**src/core/pmc_cfg.svh**
```systemverilog
// Offsets, field positions, reset values and timing counts of the power-mode clock controller.
// Included by the package and by the controller; definitions only.
`ifndef PMC_CFG_SVH
`define PMC_CFG_SVH

// ----------------------------------------------------------------
// Register map (byte addresses)
// ----------------------------------------------------------------
`define PMC_CTRL_OFS 8'h00
`define PMC_STAT_OFS 8'h04

// ----------------------------------------------------------------
// Oscillator control register fields
// ----------------------------------------------------------------
`define PMC_SRC_LO 0
`define PMC_SRC_HI 1
`define PMC_SEC_EN_BIT 3
`define PMC_DUAL_BIT 4
`define PMC_MON_BIT 5
`define PMC_GATE_BIT 7
`define PMC_CTRL_RST 8'h00
`define PMC_CTRL_MASK 8'hBB

// ----------------------------------------------------------------
// Status register fields
// ----------------------------------------------------------------
`define PMC_PRI_FLAG_BIT 0
`define PMC_SEC_FLAG_BIT 1
`define PMC_INT_FLAG_BIT 2
`define PMC_SRC_POS 4
`define PMC_CPU_EN_BIT 8
`define PMC_PER_EN_BIT 9

// ----------------------------------------------------------------
// Timing
// ----------------------------------------------------------------
`define PMC_CLK_MHZ 200
`define PMC_WAKE_US 10
`define PMC_WAKE_CYCLES (`PMC_WAKE_US * `PMC_CLK_MHZ)
`define PMC_SWITCH_CYCLES 8

`endif

```
**src/core/pmc_pkg.sv**
```systemverilog
// Types shared by the power-mode clock controller.
// Assumes pmc_cfg.svh is on the include path.
package pmc_pkg;
  `include "pmc_cfg.svh"

  typedef enum logic [1:0] {
    SRC_NONE = 2'h0,
    SRC_PRI = 2'h1,
    SRC_SEC = 2'h2,
    SRC_INT = 2'h3
  } pmc_src_t;

  typedef enum logic [2:0] {
    ST_RUN_PRI,
    ST_RUN_ALT,
    ST_SWITCH,
    ST_IDLE,
    ST_SLEEP,
    ST_WAKE_DLY,
    ST_WAIT_PRI
  } pmc_state_t;

  // Clock-active status flags
  typedef struct packed {
    logic int_osc_stable_flag;
    logic secondary_clock_active_flag;
    logic primary_clock_active_flag;
  } pmc_flags_t;

  // Clock gating and source outputs
  typedef struct packed {
    logic cpu_clk_en;
    logic periph_clk_en;
    logic pri_osc_en;
    pmc_src_t clk_sel;
  } pmc_clk_t;
endpackage

```
**src/core/pmc_ctrl.sv**
```systemverilog
// Power-mode clock controller: sleep decode, clock source switching, wake sequencing.
// Assumes a single 200 MHz clock, an AXI4-Lite master on the same clock and
// oscillator status inputs that arrive asynchronously.
`timescale 1ns/1ps
`include "pmc_cfg.svh"
module pmc_ctrl
  import pmc_pkg::*;
#(
  parameter int ADDR_W = 8  // AXI address width
) (
  input wire logic sys_clk,  // System clock, 200 MHz
  input wire logic rst,  // Asynchronous reset, active high
  input wire logic sleep_req,  // Sleep instruction executed, one-cycle pulse
  input wire logic wake_irq,  // Interrupt wake request
  input wire logic wake_wdt,  // Watchdog time-out, one-cycle pulse
  input wire logic pri_ready,  // Primary clock ready, asynchronous
  input wire logic sec_osc_running,  // Secondary oscillator running, asynchronous
  input wire logic int_osc_stable,  // Internal oscillator stable, asynchronous
  output pmc_clk_t clk_ctl,  // Gating and source selection
  output pmc_flags_t flags,  // Clock-active flags
  output logic wdt_reset,  // Watchdog reset request, one-cycle pulse
  input wire logic [ADDR_W-1:0] s_axi_awaddr,  // Write address
  input wire logic s_axi_awvalid,  // Write address valid
  output logic s_axi_awready,  // Write address ready
  input wire logic [31:0] s_axi_wdata,  // Write data
  input wire logic [3:0] s_axi_wstrb,  // Write strobes
  input wire logic s_axi_wvalid,  // Write data valid
  output logic s_axi_wready,  // Write data ready
  output logic [1:0] s_axi_bresp,  // Write response
  output logic s_axi_bvalid,  // Write response valid
  input wire logic s_axi_bready,  // Write response ready
  input wire logic [ADDR_W-1:0] s_axi_araddr,  // Read address
  input wire logic s_axi_arvalid,  // Read address valid
  output logic s_axi_arready,  // Read address ready
  output logic [31:0] s_axi_rdata,  // Read data
  output logic [1:0] s_axi_rresp,  // Read response
  output logic s_axi_rvalid,  // Read valid
  input wire logic s_axi_rready  // Read ready
);

  localparam int WAKE_CYCLES = `PMC_WAKE_CYCLES;
  localparam int SWITCH_CYCLES = `PMC_SWITCH_CYCLES;
  localparam logic [1:0] RESP_OK = 2'h0;
  localparam logic [1:0] RESP_ERR = 2'h2;

  // ----------------------------------------------------------------
  // Oscillator status synchronisers
  // ----------------------------------------------------------------
  // A change is accepted only once stages two and three agree, which
  // rejects a single-cycle glitch leaving the first stage.
  logic [2:0] async_in;
  logic [2:0] sync1_q;
  logic [2:0] sync2_q;
  logic [2:0] sync3_q;
  logic [2:0] filt_q;
  logic [2:0] sync_clr;
  assign async_in = {int_osc_stable, sec_osc_running, pri_ready};
  assign sync_clr = {2'b00, !clk_ctl.pri_osc_en};

  genvar gi;
  generate
    for (gi = 0; gi < 3; gi++) begin : g_sync
      always_ff @(posedge sys_clk or posedge rst) begin
        if (rst) begin
          sync1_q[gi] <= 1'b0;
          sync2_q[gi] <= 1'b0;
          sync3_q[gi] <= 1'b0;
          filt_q[gi] <= 1'b0;
        end else if (sync_clr[gi]) begin
          // A stopped primary must not leave a stale ready in the chain
          sync1_q[gi] <= 1'b0;
          sync2_q[gi] <= 1'b0;
          sync3_q[gi] <= 1'b0;
          filt_q[gi] <= 1'b0;
        end else begin
          sync1_q[gi] <= async_in[gi];
          sync2_q[gi] <= sync1_q[gi];
          sync3_q[gi] <= sync2_q[gi];
          if (sync2_q[gi] == sync3_q[gi]) begin
            filt_q[gi] <= sync3_q[gi];
          end
        end
      end
    end
  endgenerate

  logic pri_rdy_f;
  logic secondary_run_mode_f;
  logic int_stb_f;
  assign pri_rdy_f = filt_q[0];
  assign secondary_run_mode_f = filt_q[1];
  assign int_stb_f = filt_q[2];

  // ----------------------------------------------------------------
  // AXI4-Lite register slave
  // ----------------------------------------------------------------
  logic [7:0] ctrl_q;
  logic aw_q;
  logic w_q;
  logic [ADDR_W-1:0] awaddr_q;
  logic [7:0] wbyte_q;
  logic wstrb0_q;
  logic wr_go;
  logic wr_ctrl;
  logic [31:0] stat_word;

  assign s_axi_awready = !aw_q && !s_axi_bvalid;
  assign s_axi_wready = !w_q && !s_axi_bvalid;
  assign s_axi_arready = !s_axi_rvalid;
  assign wr_go = aw_q && w_q;
  assign wr_ctrl = wr_go && (awaddr_q == ADDR_W'(`PMC_CTRL_OFS)) && wstrb0_q;

  always_ff @(posedge sys_clk or posedge rst) begin
    if (rst) begin
      aw_q <= 1'b0;
      w_q <= 1'b0;
      awaddr_q <= '0;
      wbyte_q <= 8'h00;
      wstrb0_q <= 1'b0;
      s_axi_bvalid <= 1'b0;
      s_axi_bresp <= 2'h0;
    end else begin
      if (s_axi_awvalid && s_axi_awready) begin
        aw_q <= 1'b1;
        awaddr_q <= s_axi_awaddr;
      end
      if (s_axi_wvalid && s_axi_wready) begin
        w_q <= 1'b1;
        wbyte_q <= s_axi_wdata[7:0];
        wstrb0_q <= s_axi_wstrb[0];
      end
      if (wr_go) begin
        aw_q <= 1'b0;
        w_q <= 1'b0;
        s_axi_bvalid <= 1'b1;
        if (awaddr_q == ADDR_W'(`PMC_CTRL_OFS) || awaddr_q == ADDR_W'(`PMC_STAT_OFS)) begin
          s_axi_bresp <= RESP_OK;
        end else begin
          s_axi_bresp <= RESP_ERR;
        end
      end else if (s_axi_bvalid && s_axi_bready) begin
        s_axi_bvalid <= 1'b0;
      end
    end
  end

  // Only software writes the control bits; no wake path touches them
  always_ff @(posedge sys_clk or posedge rst) begin
    if (rst) begin
      ctrl_q <= `PMC_CTRL_RST;
    end else if (wr_ctrl) begin
      ctrl_q <= wbyte_q & `PMC_CTRL_MASK;
    end
  end

  always_ff @(posedge sys_clk or posedge rst) begin
    if (rst) begin
      s_axi_rvalid <= 1'b0;
      s_axi_rdata <= 32'h0000_0000;
      s_axi_rresp <= 2'h0;
    end else if (s_axi_arvalid && s_axi_arready) begin
      s_axi_rvalid <= 1'b1;
      s_axi_rresp <= RESP_OK;
      if (s_axi_araddr == ADDR_W'(`PMC_CTRL_OFS)) begin
        s_axi_rdata <= {24'h00_0000, ctrl_q};
      end else if (s_axi_araddr == ADDR_W'(`PMC_STAT_OFS)) begin
        s_axi_rdata <= stat_word;
      end else begin
        s_axi_rdata <= 32'h0000_0000;
        s_axi_rresp <= RESP_ERR;
      end
    end else if (s_axi_rvalid && s_axi_rready) begin
      s_axi_rvalid <= 1'b0;
    end
  end

  // ----------------------------------------------------------------
  // Sleep decode
  // ----------------------------------------------------------------
  logic cpu_gate_bit;
  logic [1:0] clock_source_select;
  logic secondary_osc_enable;
  logic alt_start;
  pmc_src_t sel_src;
  assign cpu_gate_bit = ctrl_q[`PMC_GATE_BIT];
  assign clock_source_select = ctrl_q[`PMC_SRC_HI:`PMC_SRC_LO];
  assign secondary_osc_enable = ctrl_q[`PMC_SEC_EN_BIT];
  assign alt_start = ctrl_q[`PMC_DUAL_BIT] || ctrl_q[`PMC_MON_BIT];

  // Upper select bit alone picks the internal block
  always_comb begin
    if (clock_source_select[1]) begin
      sel_src = SRC_INT;
    end else if (clock_source_select[0]) begin
      sel_src = SRC_SEC;
    end else begin
      sel_src = SRC_PRI;
    end
  end

  // ----------------------------------------------------------------
  // Power-mode sequencer
  // ----------------------------------------------------------------
  pmc_state_t state_q;
  pmc_state_t ret_q;
  pmc_src_t src_q;
  pmc_src_t tgt_q;
  logic [11:0] cnt_q;
  logic cpu_running;
  logic wake_any;
  logic sleep_000;
  logic sleep_bad;

  assign cpu_running = (state_q == ST_RUN_PRI) || (state_q == ST_RUN_ALT) ||
                       (state_q == ST_WAIT_PRI && src_q != SRC_NONE);
  assign wake_any = wake_irq || wake_wdt;
  assign sleep_000 = !cpu_gate_bit && clock_source_select == 2'h0;
  assign sleep_bad = sel_src == SRC_SEC && !secondary_osc_enable;

  always_ff @(posedge sys_clk or posedge rst) begin
    if (rst) begin
      state_q <= ST_RUN_PRI;
      ret_q <= ST_RUN_PRI;
      src_q <= SRC_PRI;
      tgt_q <= SRC_PRI;
      cnt_q <= 12'h000;
      wdt_reset <= 1'b0;
    end else begin
      wdt_reset <= 1'b0;
      unique case (state_q)
        ST_RUN_PRI, ST_RUN_ALT, ST_WAIT_PRI: begin
          if (wake_wdt && state_q != ST_RUN_PRI) begin
            wdt_reset <= 1'b1;
          end else if (sleep_req && sleep_000) begin
            state_q <= ST_SLEEP;
            src_q <= SRC_NONE;
          end else if (sleep_req && !sleep_bad) begin
            // Bits as they stand now pick the mode
            ret_q <= cpu_gate_bit ? ST_IDLE : ST_RUN_ALT;
            if (sel_src != src_q) begin
              state_q <= ST_SWITCH;
              tgt_q <= sel_src;
              cnt_q <= 12'h000;
            end else begin
              state_q <= cpu_gate_bit ? ST_IDLE : ST_RUN_ALT;
            end
          end else if (state_q == ST_RUN_ALT && src_q == SRC_SEC && !secondary_osc_enable) begin
            state_q <= ST_WAIT_PRI;
          end else if (state_q == ST_RUN_ALT && wake_irq) begin
            state_q <= ST_WAIT_PRI;
          end else if (state_q == ST_WAIT_PRI && pri_rdy_f) begin
            state_q <= ST_SWITCH;
            tgt_q <= SRC_PRI;
            ret_q <= ST_RUN_PRI;
            cnt_q <= 12'h000;
          end
        end
        ST_SWITCH: begin
          // Settle on the new source; the secondary must oscillate first
          if (tgt_q != SRC_SEC || secondary_run_mode_f) begin
            if (cnt_q == 12'(SWITCH_CYCLES - 1)) begin
              src_q <= tgt_q;
              state_q <= (ret_q == ST_RUN_ALT && tgt_q == SRC_PRI) ? ST_RUN_PRI : ret_q;
            end else begin
              cnt_q <= cnt_q + 12'h001;
            end
          end
        end
        ST_IDLE: begin
          if (wake_any) begin
            state_q <= ST_WAKE_DLY;
            cnt_q <= 12'h000;
          end
        end
        ST_SLEEP: begin
          if (wake_any) begin
            state_q <= ST_WAIT_PRI;
            src_q <= alt_start ? SRC_INT : SRC_NONE;
          end
        end
        ST_WAKE_DLY: begin
          if (cnt_q == 12'(WAKE_CYCLES - 1)) begin
            state_q <= (src_q == SRC_PRI) ? ST_RUN_PRI : ST_WAIT_PRI;
          end else begin
            cnt_q <= cnt_q + 12'h001;
          end
        end
      endcase
    end
  end

  // ----------------------------------------------------------------
  // Clock gating and flags
  // ----------------------------------------------------------------
  // Flags follow src_q, which moves at the end of a switch, on entry to full sleep and on wake from it, so the
  // hand-over between flags is glitch free and one-hot at most.
  assign flags.primary_clock_active_flag = src_q == SRC_PRI;
  assign flags.secondary_clock_active_flag = src_q == SRC_SEC;
  assign flags.int_osc_stable_flag = src_q == SRC_INT && int_stb_f;

  assign clk_ctl.cpu_clk_en = cpu_running;
  assign clk_ctl.periph_clk_en = cpu_running || state_q == ST_IDLE ||
                                 state_q == ST_WAKE_DLY;
  assign clk_ctl.pri_osc_en = (src_q == SRC_PRI) || state_q == ST_WAIT_PRI ||
                              (state_q == ST_SWITCH && tgt_q == SRC_PRI);
  assign clk_ctl.clk_sel = src_q;

  assign stat_word = {22'h00_0000, clk_ctl.periph_clk_en, clk_ctl.cpu_clk_en,
                      2'h0, src_q, 1'b0, flags};

  // ----------------------------------------------------------------
  // Assertions
  // ----------------------------------------------------------------
  a_full_sleep: assert property (
    @(posedge sys_clk) disable iff (rst)
    sleep_req && state_q == ST_RUN_PRI && sleep_000 |=>
      state_q == ST_SLEEP && !flags.primary_clock_active_flag && !clk_ctl.pri_osc_en)
    else $error("sleep with all-zero bits did not enter full sleep");

  a_wdt_reset: assert property (
    @(posedge sys_clk) disable iff (rst)
    wake_wdt && (state_q == ST_RUN_ALT || state_q == ST_WAIT_PRI) |=> wdt_reset)
    else $error("watchdog in run mode gave no reset");

  a_idle_exit: assert property (
    @(posedge sys_clk) disable iff (rst)
    state_q == ST_IDLE && !wake_irq && !wake_wdt |=> state_q == ST_IDLE)
    else $error("idle left without a wake event");

  a_ctrl_hold: assert property (
    @(posedge sys_clk) disable iff (rst)
    !wr_ctrl |=> $stable(ctrl_q))
    else $error("control bits changed without a software write");

  a_sec_ignore: assert property (
    @(posedge sys_clk) disable iff (rst)
    sleep_req && state_q == ST_RUN_PRI && !wake_wdt && sleep_bad && !sleep_000 |=>
      state_q == ST_RUN_PRI)
    else $error("secondary mode entered with oscillator disabled");

  a_wake_hold: assert property (
    @(posedge sys_clk) disable iff (rst)
    state_q == ST_IDLE && wake_any |=> !clk_ctl.cpu_clk_en [*8])
    else $error("CPU clocked too soon after idle wake");

  a_wake_count: assert property (
    @(posedge sys_clk) disable iff (rst)
    state_q == ST_WAKE_DLY && cnt_q != 12'(WAKE_CYCLES - 1) |=> state_q == ST_WAKE_DLY)
    else $error("wake delay ended early");

  a_primary_idle_mode: assert property (
    @(posedge sys_clk) disable iff (rst)
    state_q == ST_IDLE && src_q == SRC_PRI |->
      flags.primary_clock_active_flag && clk_ctl.pri_osc_en && !clk_ctl.cpu_clk_en)
    else $error("primary idle lost oscillator or flag");

  a_switchback: assert property (
    @(posedge sys_clk) disable iff (rst)
    state_q == ST_WAIT_PRI && pri_rdy_f && !sleep_req && !wake_wdt |=>
      state_q == ST_SWITCH && tgt_q == SRC_PRI ##8 state_q == ST_RUN_PRI)
    else $error("switchback to primary did not complete in time");

  a_sec_wait: assert property (
    @(posedge sys_clk) disable iff (rst)
    state_q == ST_SWITCH && tgt_q == SRC_SEC && !secondary_run_mode_f |=>
      state_q == ST_SWITCH && !clk_ctl.periph_clk_en)
    else $error("peripherals clocked before secondary started");

endmodule

```
**config.mk**
```make
export PLATFORM = sky130hd
export DESIGN_NAME = pmc_ctrl
export DESIGN_NICKNAME = d
export VERILOG_FILES = /design/src/core/pmc_pkg.sv /design/src/core/pmc_ctrl.sv
export VERILOG_INCLUDE_DIRS = /design/src /design/src/core
export SDC_FILE = /design/constraint.sdc
export NUM_CORES = 1
export LEC_CHECK = 0
export BUFFER_PORTS_ARGS = -buffer_cell sky130_fd_sc_hd__buf_4
export CAP_MARGIN = 20
export CORE_UTILIZATION = 50
export DETAILED_ROUTE_END_ITERATION = 8
export PLACE_DENSITY = 0.85
export SKIP_LAST_GASP = 1
export SYNTH_ARGS = -nofsm -noshare
export SYNTH_HDL_FRONTEND = slang
export SYNTH_SLANG_ARGS = --single-unit
```
**constraint.sdc**
```tcl
create_clock -name sys_clk -period 3 [get_ports sys_clk]
set_input_delay 0.15 -clock sys_clk [delete_from_list [all_inputs] [get_ports sys_clk]]
set_output_delay 0.15 -clock sys_clk [all_outputs]
set_load 0.05 [all_outputs]
```
After elaboration in Yosys (flattened, before gate mapping)

Index checks and enable logic that the tools add are counted.

Word-level logic and storage cells: 197
Flip-flop bits (word level): 98
Input port bits: 65
Output and inout bits: 50

Bitwise operators: 2
Muxes and demuxes: 66
Add/sub/neg operators: 1
Reduce and logical (&&, ||, !) cells: 59
Equality and inequality tests: 40

Operator list:

| kind                    | count |
|---|---|
| $mux W12                | 11 |
| $mux W3                 | 17 |
| $pmux W12 S4            | 1 |
| $mux W2                 | 18 |
| $ne A2 B2 Y1 const B    | 13 |
| $logic_and A1 B1 Y1     | 23 |
| $mux W10                | 2 |
| $eq A8 B3 Y1 const B    | 2 |
| $logic_not A8 Y1        | 2 |
| $mux W1                 | 15 |
| $pmux W3 S5             | 1 |
| $reduce_and A7 Y1       | 2 |
| $add A12 B1 Y12 const B | 1 |
| $eq A12 B11 Y1 const B  | 1 |
| $eq A12 B3 Y1 const B   | 1 |
| $ne A3 B3 Y1 const B    | 4 |
| $reduce_and A6 Y1       | 2 |
| $reduce_bool A2 Y1      | 6 |
| $reduce_and A11 Y1      | 1 |
| $logic_or A1 B1 Y1      | 10 |
| $eq A3 B3 Y1 const B    | 3 |
| $logic_not A1 Y1        | 7 |
| $eq A2 B2 Y1 const B    | 3 |
| $eq A3 B1 Y1 const B    | 2 |
| other kinds (13)        | 20 |

Logic depth before layout (Yosys ltp)

Gate-level depths: netlist (run 1).

Word-level depth: 10
Mapped depth: 9
Gate-level depth less buffers: 7

Least setup slack after synthesis (run 1)

OpenSTA, ideal clock, no wires.

Path type: flip-flop to flip-flop
Start: reg src_q[1]
End: reg state_q[0]
Path buffers: 1
Required time: 2.875 ns
Path slack: 0.217 ns
Stages on the path, launching flop included: 7
Library setup time: 0.125 ns
Arrival time: 2.659 ns
Clock period less this slack: 2.783 ns
Cells stage by stage: dfrtp_1 clkbuf_1 nor2b_1 a31oi_1 o21ai_0 and4b_1 mux2_2

RTL lines:

| element                  | RTL line        | source |
|---|---|---|
| start: declaration       | pmc_ctrl.sv:206 | `pmc_src_t src_q;` |
| start signal: assignment | pmc_ctrl.sv:262 | `src_q <= tgt_q;` |
| start signal: assignment | pmc_ctrl.sv:278 | `src_q <= alt_start ? SRC_INT : SRC_NONE;` |
| end signal: assignment   | pmc_ctrl.sv:245 | `state_q <= cpu_gate_bit ? ST_IDLE : ST_RUN_ALT;` |
| end signal: assignment   | pmc_ctrl.sv:263 | `state_q <= (ret_q == ST_RUN_ALT && tgt_q == SRC_PRI) ? ST_RUN_PRI : ret_q;` |
| end signal: assignment   | pmc_ctrl.sv:283 | `state_q <= (src_q == SRC_PRI) ? ST_RUN_PRI : ST_WAIT_PRI;` |
| end: declaration         | pmc_ctrl.sv:204 | `pmc_state_t state_q;` |

Final worst setup path (run 1)

Start: reg state_q[2]
End: reg cnt_q[9]

Longest elaborated chain between the ends: 5
Elaborated cells on any way between the ends: 26
Classes of those cells: eq/ne (15); mux (1); reduce/logical (10)

Ends and longest elaborated chain:

| element                          | RTL line                                          | source |
|---|---|---|
| $eq A3 B1 Y1                     | pmc_ctrl.sv:230, pmc_ctrl.sv:247, pmc_ctrl.sv:249 |  |
| $logic_and A1 B1 Y1 (2 in a row) | pmc_ctrl.sv:247                                   | `end else if (state_q == ST_RUN_ALT && src_q == SRC_SEC && !secondary_osc_enable) begin` |
| $ne A3 B3 Y1 (no line)           | --                                                |  |
| $reduce_and A11 Y1 (no line)     | --                                                |  |
| end signal: assignment           | pmc_ctrl.sv:265                                   | `cnt_q <= cnt_q + 12'h001;` |
| end signal: assignment           | pmc_ctrl.sv:285                                   | `cnt_q <= cnt_q + 12'h001;` |
| end: declaration                 | pmc_ctrl.sv:208                                   | `logic [11:0] cnt_q;` |

Parallel ways exist; a longest one is shown, timed or not.
A chain may end at the register's enable or synchronous reset.

==> flow_summary.toml, run 1 <==
[clock_tree]
cts_root_buf = "clkbuf_8"
cts_buffers = 9
cts_tree = "built"
cts-hold-fix-buffers = 6
clock_sinks = 70
clock_path_buffers = 2
cts_resized = 0
path_clk_slew_ns = 0.08
htree_num_levels = 3
postCtsSetupBuffers = 0
clock_latency_ns = 0.36

[global_route]
overflow = 0
first_global_vias = 2898
grt_pass1_wl_um = 13900
grt_antenna_before_repair = 0
grt_use_total_pct = 23.92
grt_start_max_net_pins = 39

[critical_path]
path_buf_inv = 0
crit_path_frequent_cell = "or3_1"
path_cells = "nor3b_2 -> and3_1 -> or3_1 -> o21bai_1 -> or3_1 -> nand3_1"
crit_path_top_delay_cell = "dfrtp_1"
cp_top_family = "simple AND/OR/NAND/NOR gates"
worstSetupStartpointType = "register"
critPathCaptureType = "register"
max_stage_delay_ns = 0.60
crit_fanout = 14
path_class = "register to register"
arrival_ns = 2.80
crit_required_ns = 3.29

[floorplanning]
start_util_pct = 53.12
rows = 30
die_w_um = 87.89
io_pins = 115
die_h_um = 87.89
core_area_um2 = 6944
die_area_um2 = 7725

[synthesis]
syn_inst = 378
synth-async-reset-ratio_pct = 100.0
synth_area_per_cell_um2 = 9.758
ys.warnings.count = 0
yosys.area.top_type = "dfrtp_1"
ys_types = 59
synth_edf_count = 0
netlist.area_leader.share_pct = 46.13
synth_ff_type = "dfrtp_1"
seq_area_frac_synth_pct = 47.56
syn-cell-area_um2 = 3689
synthTopCellsByArea = "dfrtp_1 46%, mux2_2 7.0%, buf_4 5.7%, o21ai_0 4.5%, nand2_1 3.9%"
ys_ff_latch = 70

[power]
p_leak_nw = 2.020
cellPowerDensity_nw_per_um2 = 858.5
ir_drop_uv = 870.1
power_mw = 3.751

[place]
hpwlAfterDp_um = 5980
pre_cts_slack_ns = 0.5622
gp_congestion = 0.9288
place_area_um2 = 4101
numPortBuffers = 60

[sta]
tightest_slew_ns = 0.8117
rsz0062_at_grt = "no"
slew_headroom_pct = 45.81
setup_ws_ns = 0.4924
max_freq_mhz = 398.8
hold_violations = 0
holdWs_ns = 0.02265
finalSetupViolations = 0
skew_ns = 0.009352
drv_slew = 0
setup_tns_ns = 0
fin_crit_ns = 2.508
fin_crit_sh_pct = 83.59

[final_layout]
final_layout_size_suffix_gt1_share_pct = 25.17
antenna_cells = 0
area_growth_pct = 18.45
fin_area_um2 = 4369
fillers = 578
nets = 506

[detailed_routing]
drtIter0Drc = 228
drc = 0
drtAntennaViolNets = 0
via_count = 3036
dr.pass1.iters = 5
wirelength_um = 8251
wl_per_cell_um = 15.25
viasPerCell = 5.612

[run]
maxCapViolCount = 0

[outcome]
status = "completed"

[worst_hold_path]
hold_path_class = "primary input to register"
per-stage QoR:
stage	instances	util (%)
after floorplan	402	-
after global placement	519	59.06
after detailed placement	519	59.06
after CTS	541	62.92
after global routing	541	62.92
final	541	62.92
cells in the final DEF (no fill, tap or decap), drive strengths merged, types with 5 or more instances in the layout:
master and instances:
nand2b 8, nand2 38, buf 66, conb 25
nand3b 5, o21ai 35, dfrtp 68, nor2b 6
a21oi 11, nor2 19, and2 12, inv 9
clkbuf 10, mux2 23, o31ai 12, dlygate4sd3 6
and3 6, nor4 5, or3 5, nand3 19
logic make-up after synthesis:
kind of cell | synth area share [%]
multiplexers | 8.107
adder cells (fa/ha/maj) | 0.8819
AND/OR/NAND/NOR | 20.59
AO/OA/AOI/OAI | 14.01
other | 0.1017
flip-flops | 47.56
buffers and inverters | 8.752
synthesized netlist by cell type, drive strengths merged (2+ instances only):
cell,n
a211oi,2
a21o,4
a21oi,11
a22o,2
a31oi,2
and2,12
and3,6
buf,35
clkbuf,10
dfrtp,68
dfstp,2
inv,8
maj3,2
mux2,23
mux2i,4
nand2,38
nand2b,8
nand3,19
nand3b,5
nand4,2
nor2,19
nor2b,6
nor3,3
nor4,5
o211ai,2
o21ai,35
o22ai,2
o2bb2ai,2
o31ai,12
or3,5
or3b,2
or4b,2
state kept, by name, summed over array words and instances, names as in the netlist, 2 cells and up:
name and count:
awaddr_q 8, tgt_q 2, ret_q 2, state_q 3, sync3_q 3, s_axi_rdata 9
cnt_q 12, sync2_q 3, wbyte_q 6, sync1_q 3, src_q 2, ctrl_q 6
final cells by class:
cell class,instances,area [um2],share of cell area [%]
Tap cell,96,120.1,2.749
Clock buffer,10,137.6,3.150
Clock inverter,6,70.07,1.604
Multi-Input combinational cell,279,1702,38.95
Sequential cell,70,1754,40.15
Inverter,8,30.03,0.6873
Timing Repair Buffer,72,555.5,12.71
path summary, 6_finish.rpt:
check	startpoint	to	slack (ns)	depth (start not counted)
worst max-delay path	state_q[2]	cnt_q[9]	0.49	6
worst min-delay path	s_axi_wstrb[0]	wstrb0_q	0.02	2
worst max register to register	state_q[2]	cnt_q[9]	0.49	6
worst min register to register	sync1_q[2]	sync2_q[2]	0.36	0
max in group asynchronous	rst	sync2_q[1]	1.75	4
min in group asynchronous	rst	cnt_q[7]	0.51	3
worst reg2reg max path, cell delays in order, from the launching register on:
cell	delay, ns
dfrtp_1	0.60
nor3b_2	0.17
and3_1	0.23
or3_1	0.52
o21bai_1	0.40
or3_1	0.44
nand3_1	0.09
per-layer routing:
layer,vias to the layer above,routed length [um],global-route usage (%)
met3,22,644,5.278
li1,1417,-,-
met4,0,222,11.62
met2,144,4003,38.20
met5,-,0,0
met1,1453,3380,30.96
power breakdown:
| group | switching [mW] | leakage (nW) | total, mW | internal (mW) |
|---|---|---|---|---|
| sequential | 0.187 | 0.894 | 1.36 | 1.17 |
| combinational | 1.01 | 1.03 | 1.60 | 0.594 |
| clock | 0.381 | 0.0951 | 0.791 | 0.410 |
| total | 1.58 | 2.02 | 3.75 | 2.17 |
Note: power is estimated with default switching activity, not from simulation.
==> run 2, diff against run 1 <==
==> constraint.sdc (replaced) <==
create_clock -name sys_clk -period 2.45 [get_ports sys_clk]
set_input_delay 0.1225 -clock sys_clk [delete_from_list [all_inputs] [get_ports sys_clk]]
set_output_delay 0.1225 -clock sys_clk [all_outputs]
set_load 0.05 [all_outputs]
==> run 2 against run 1 <==
Routed wire length is 7.7% higher. Critical path depth stayed put. Fmax is 7.5% higher. Die area stayed put. Clock power is 25% higher. Worst hold slack worse by 0.011 ns. Worst setup slack worse by 0.37 ns.
==> flow_summary.toml, run 2 (synthesis gave the netlist of run 1 again) <==
[final_layout]
nets = 525
mostFrequentLayoutCell = "buf_4"
final_cell_mix = "73 x buf_4, 68 x dfrtp_1, 38 x nand2_1, 33 x o21ai_0, 25 x conb_1"
final_util_pct = 65.82
fillers = 543
layout.cells.non_filler = 560
regArea_um2 = 1754
multi_input_area_um2 = 1730
reg.largest.list = "cnt_q x12, s_axi_rdata x9, awaddr_q x8"
area_growth_pct = 23.91
antenna_cells = 0
largest_register = "cnt_q"
final_layout_size_suffix_gt1_share_pct = 26.51
largest_reg_flops = 12

[place]
gp_congestion = 0.8604
hpwlAfterDp_um = 5981
numPortBuffers = 60
pre_cts_slack_ns = -0.1211
post-place-cells = 526

[detailed_routing]
drtAntennaViolNets = 0
dr.pass1.iters = 7
viasPerCell = 5.620
via_count = 3147
wl_per_cell_um = 15.87
wirelength_um = 8887
drtIter0Drc = 211
dr.max_layer_used = "met4"
wl_met3_um = 644
wl_met2_um = 4454
drc = 0
wl_met1_um = 3639

[floorplanning]
die_area_um2 = 7725
io_pins = 115
core_area_um2 = 6944
start_util_pct = 53.12
die_h_um = 87.89
die_w_um = 87.89
rows = 30

[critical_path]
crit_required_ns = 2.69
arrival_ns = 2.57
worstSetupStartpointType = "register"
reg2reg_depth = 6
path_class = "register to register"
crit_fanout = 13
critPathCaptureType = "register"

[outcome]
status = "completed"

[global_route]
grt_antenna_before_repair = 0
first_global_vias = 3027
grt_start_max_net_pins = 71
grt_pass1_wl_um = 14460
grt_use_total_pct = 24.95
overflow = 0

[run]
maxCapViolCount = 0

[sta]
fin_crit_ns = 2.332
skew_ns = 0.01353
tightest_slew_ns = 0.8542
setup_tns_ns = 0
rsz0062_at_grt = "no"
fin_crit_sh_pct = 95.19
slew_headroom_pct = 43.05
setup_ws_ns = 0.1179
finalSetupViolations = 0
max_freq_mhz = 428.8
hold_violations = 0
drv_slew = 0

[clock_tree]
clock_latency_ns = 0.35
cts_buffers = 9
path_clk_slew_ns = 0.08
cts_tree = "built"
htree_num_levels = 3
cts_root_buf = "clkbuf_8"
clock_path_buffers = 2
clock_sinks = 70

[worst_hold_path]
hold_path_class = "primary input to async pin"

[power]
cellPowerDensity_nw_per_um2 = 1033
p_leak_nw = 2.113
ir_drop_uv = 1012
power_mw = 4.720
## run 2: changes by cell type in the layout (fill, tap and decap cells not counted), sizes merged
cell / before / now
buf: 66 / 73
dlygate4sd3: 6 / 18
## run 2: per-stage QoR
step	area (um2)	hold slack, ns
4_1_cts	4561	0.001318
3_5_place_dp	4164	0.2328
6_report	4571	0.01123
3_3_place_gp	4164	0.2323
5_1_grt	4571	0.01156
2_1_floorplan	3789	0.1539
## run 2: cell type report
type	count	area share [%]
clock buffer	10	3.011
tap	96	2.628
inverter	8	0.6570
clock inverter	6	1.533
timing repair buffer	91	15.93
sequential	70	38.38
multi-input combinational	279	37.86
## run 2: metal layers
metal	up-vias	track usage, %
li1	1447	-
met1	1539	30.59
met2	146	42.85
met3	15	5.938
met4	0	9.240
met5	-	0
## run 2: final timing paths
path,start,end,slack [ns]
max,ctrl_q[0],cnt_q[10],0.12
min,rst,cnt_q[11],0.01
max reg2reg,ctrl_q[0],cnt_q[10],0.12
min reg2reg,sync1_q[2],sync2_q[2],0.35
max in group asynchronous,rst,s_axi_rdata[8],1.86
min in group sys_clk,s_axi_awaddr[1],awaddr_q[1],0.01
## run 2: timing repair
action	in CTS	in global routing
pin swaps	0	0
hold buffers	18	0
endpoints found under the setup margin	12	3
setup buffers	0	0
gates resized for setup	1	2
hold endpoints to repair	18	0
## run 2: worst max-delay path, stage by stage, from the launching register on
cell and delay (ns):
dfrtp_1 0.47, or4b_1 0.67, nand3_1 0.16, a211oi_2 0.07
nor4_4 0.56, o21ai_0 0.20, o41ai_1 0.09
## run 2: where the power goes
part,leakage (nW),switching (mW),internal [mW]
combinational,1.12,1.31,0.785
sequential,0.894,0.205,1.43
clock,0.0951,0.483,0.503
total,2.11,2.00,2.72
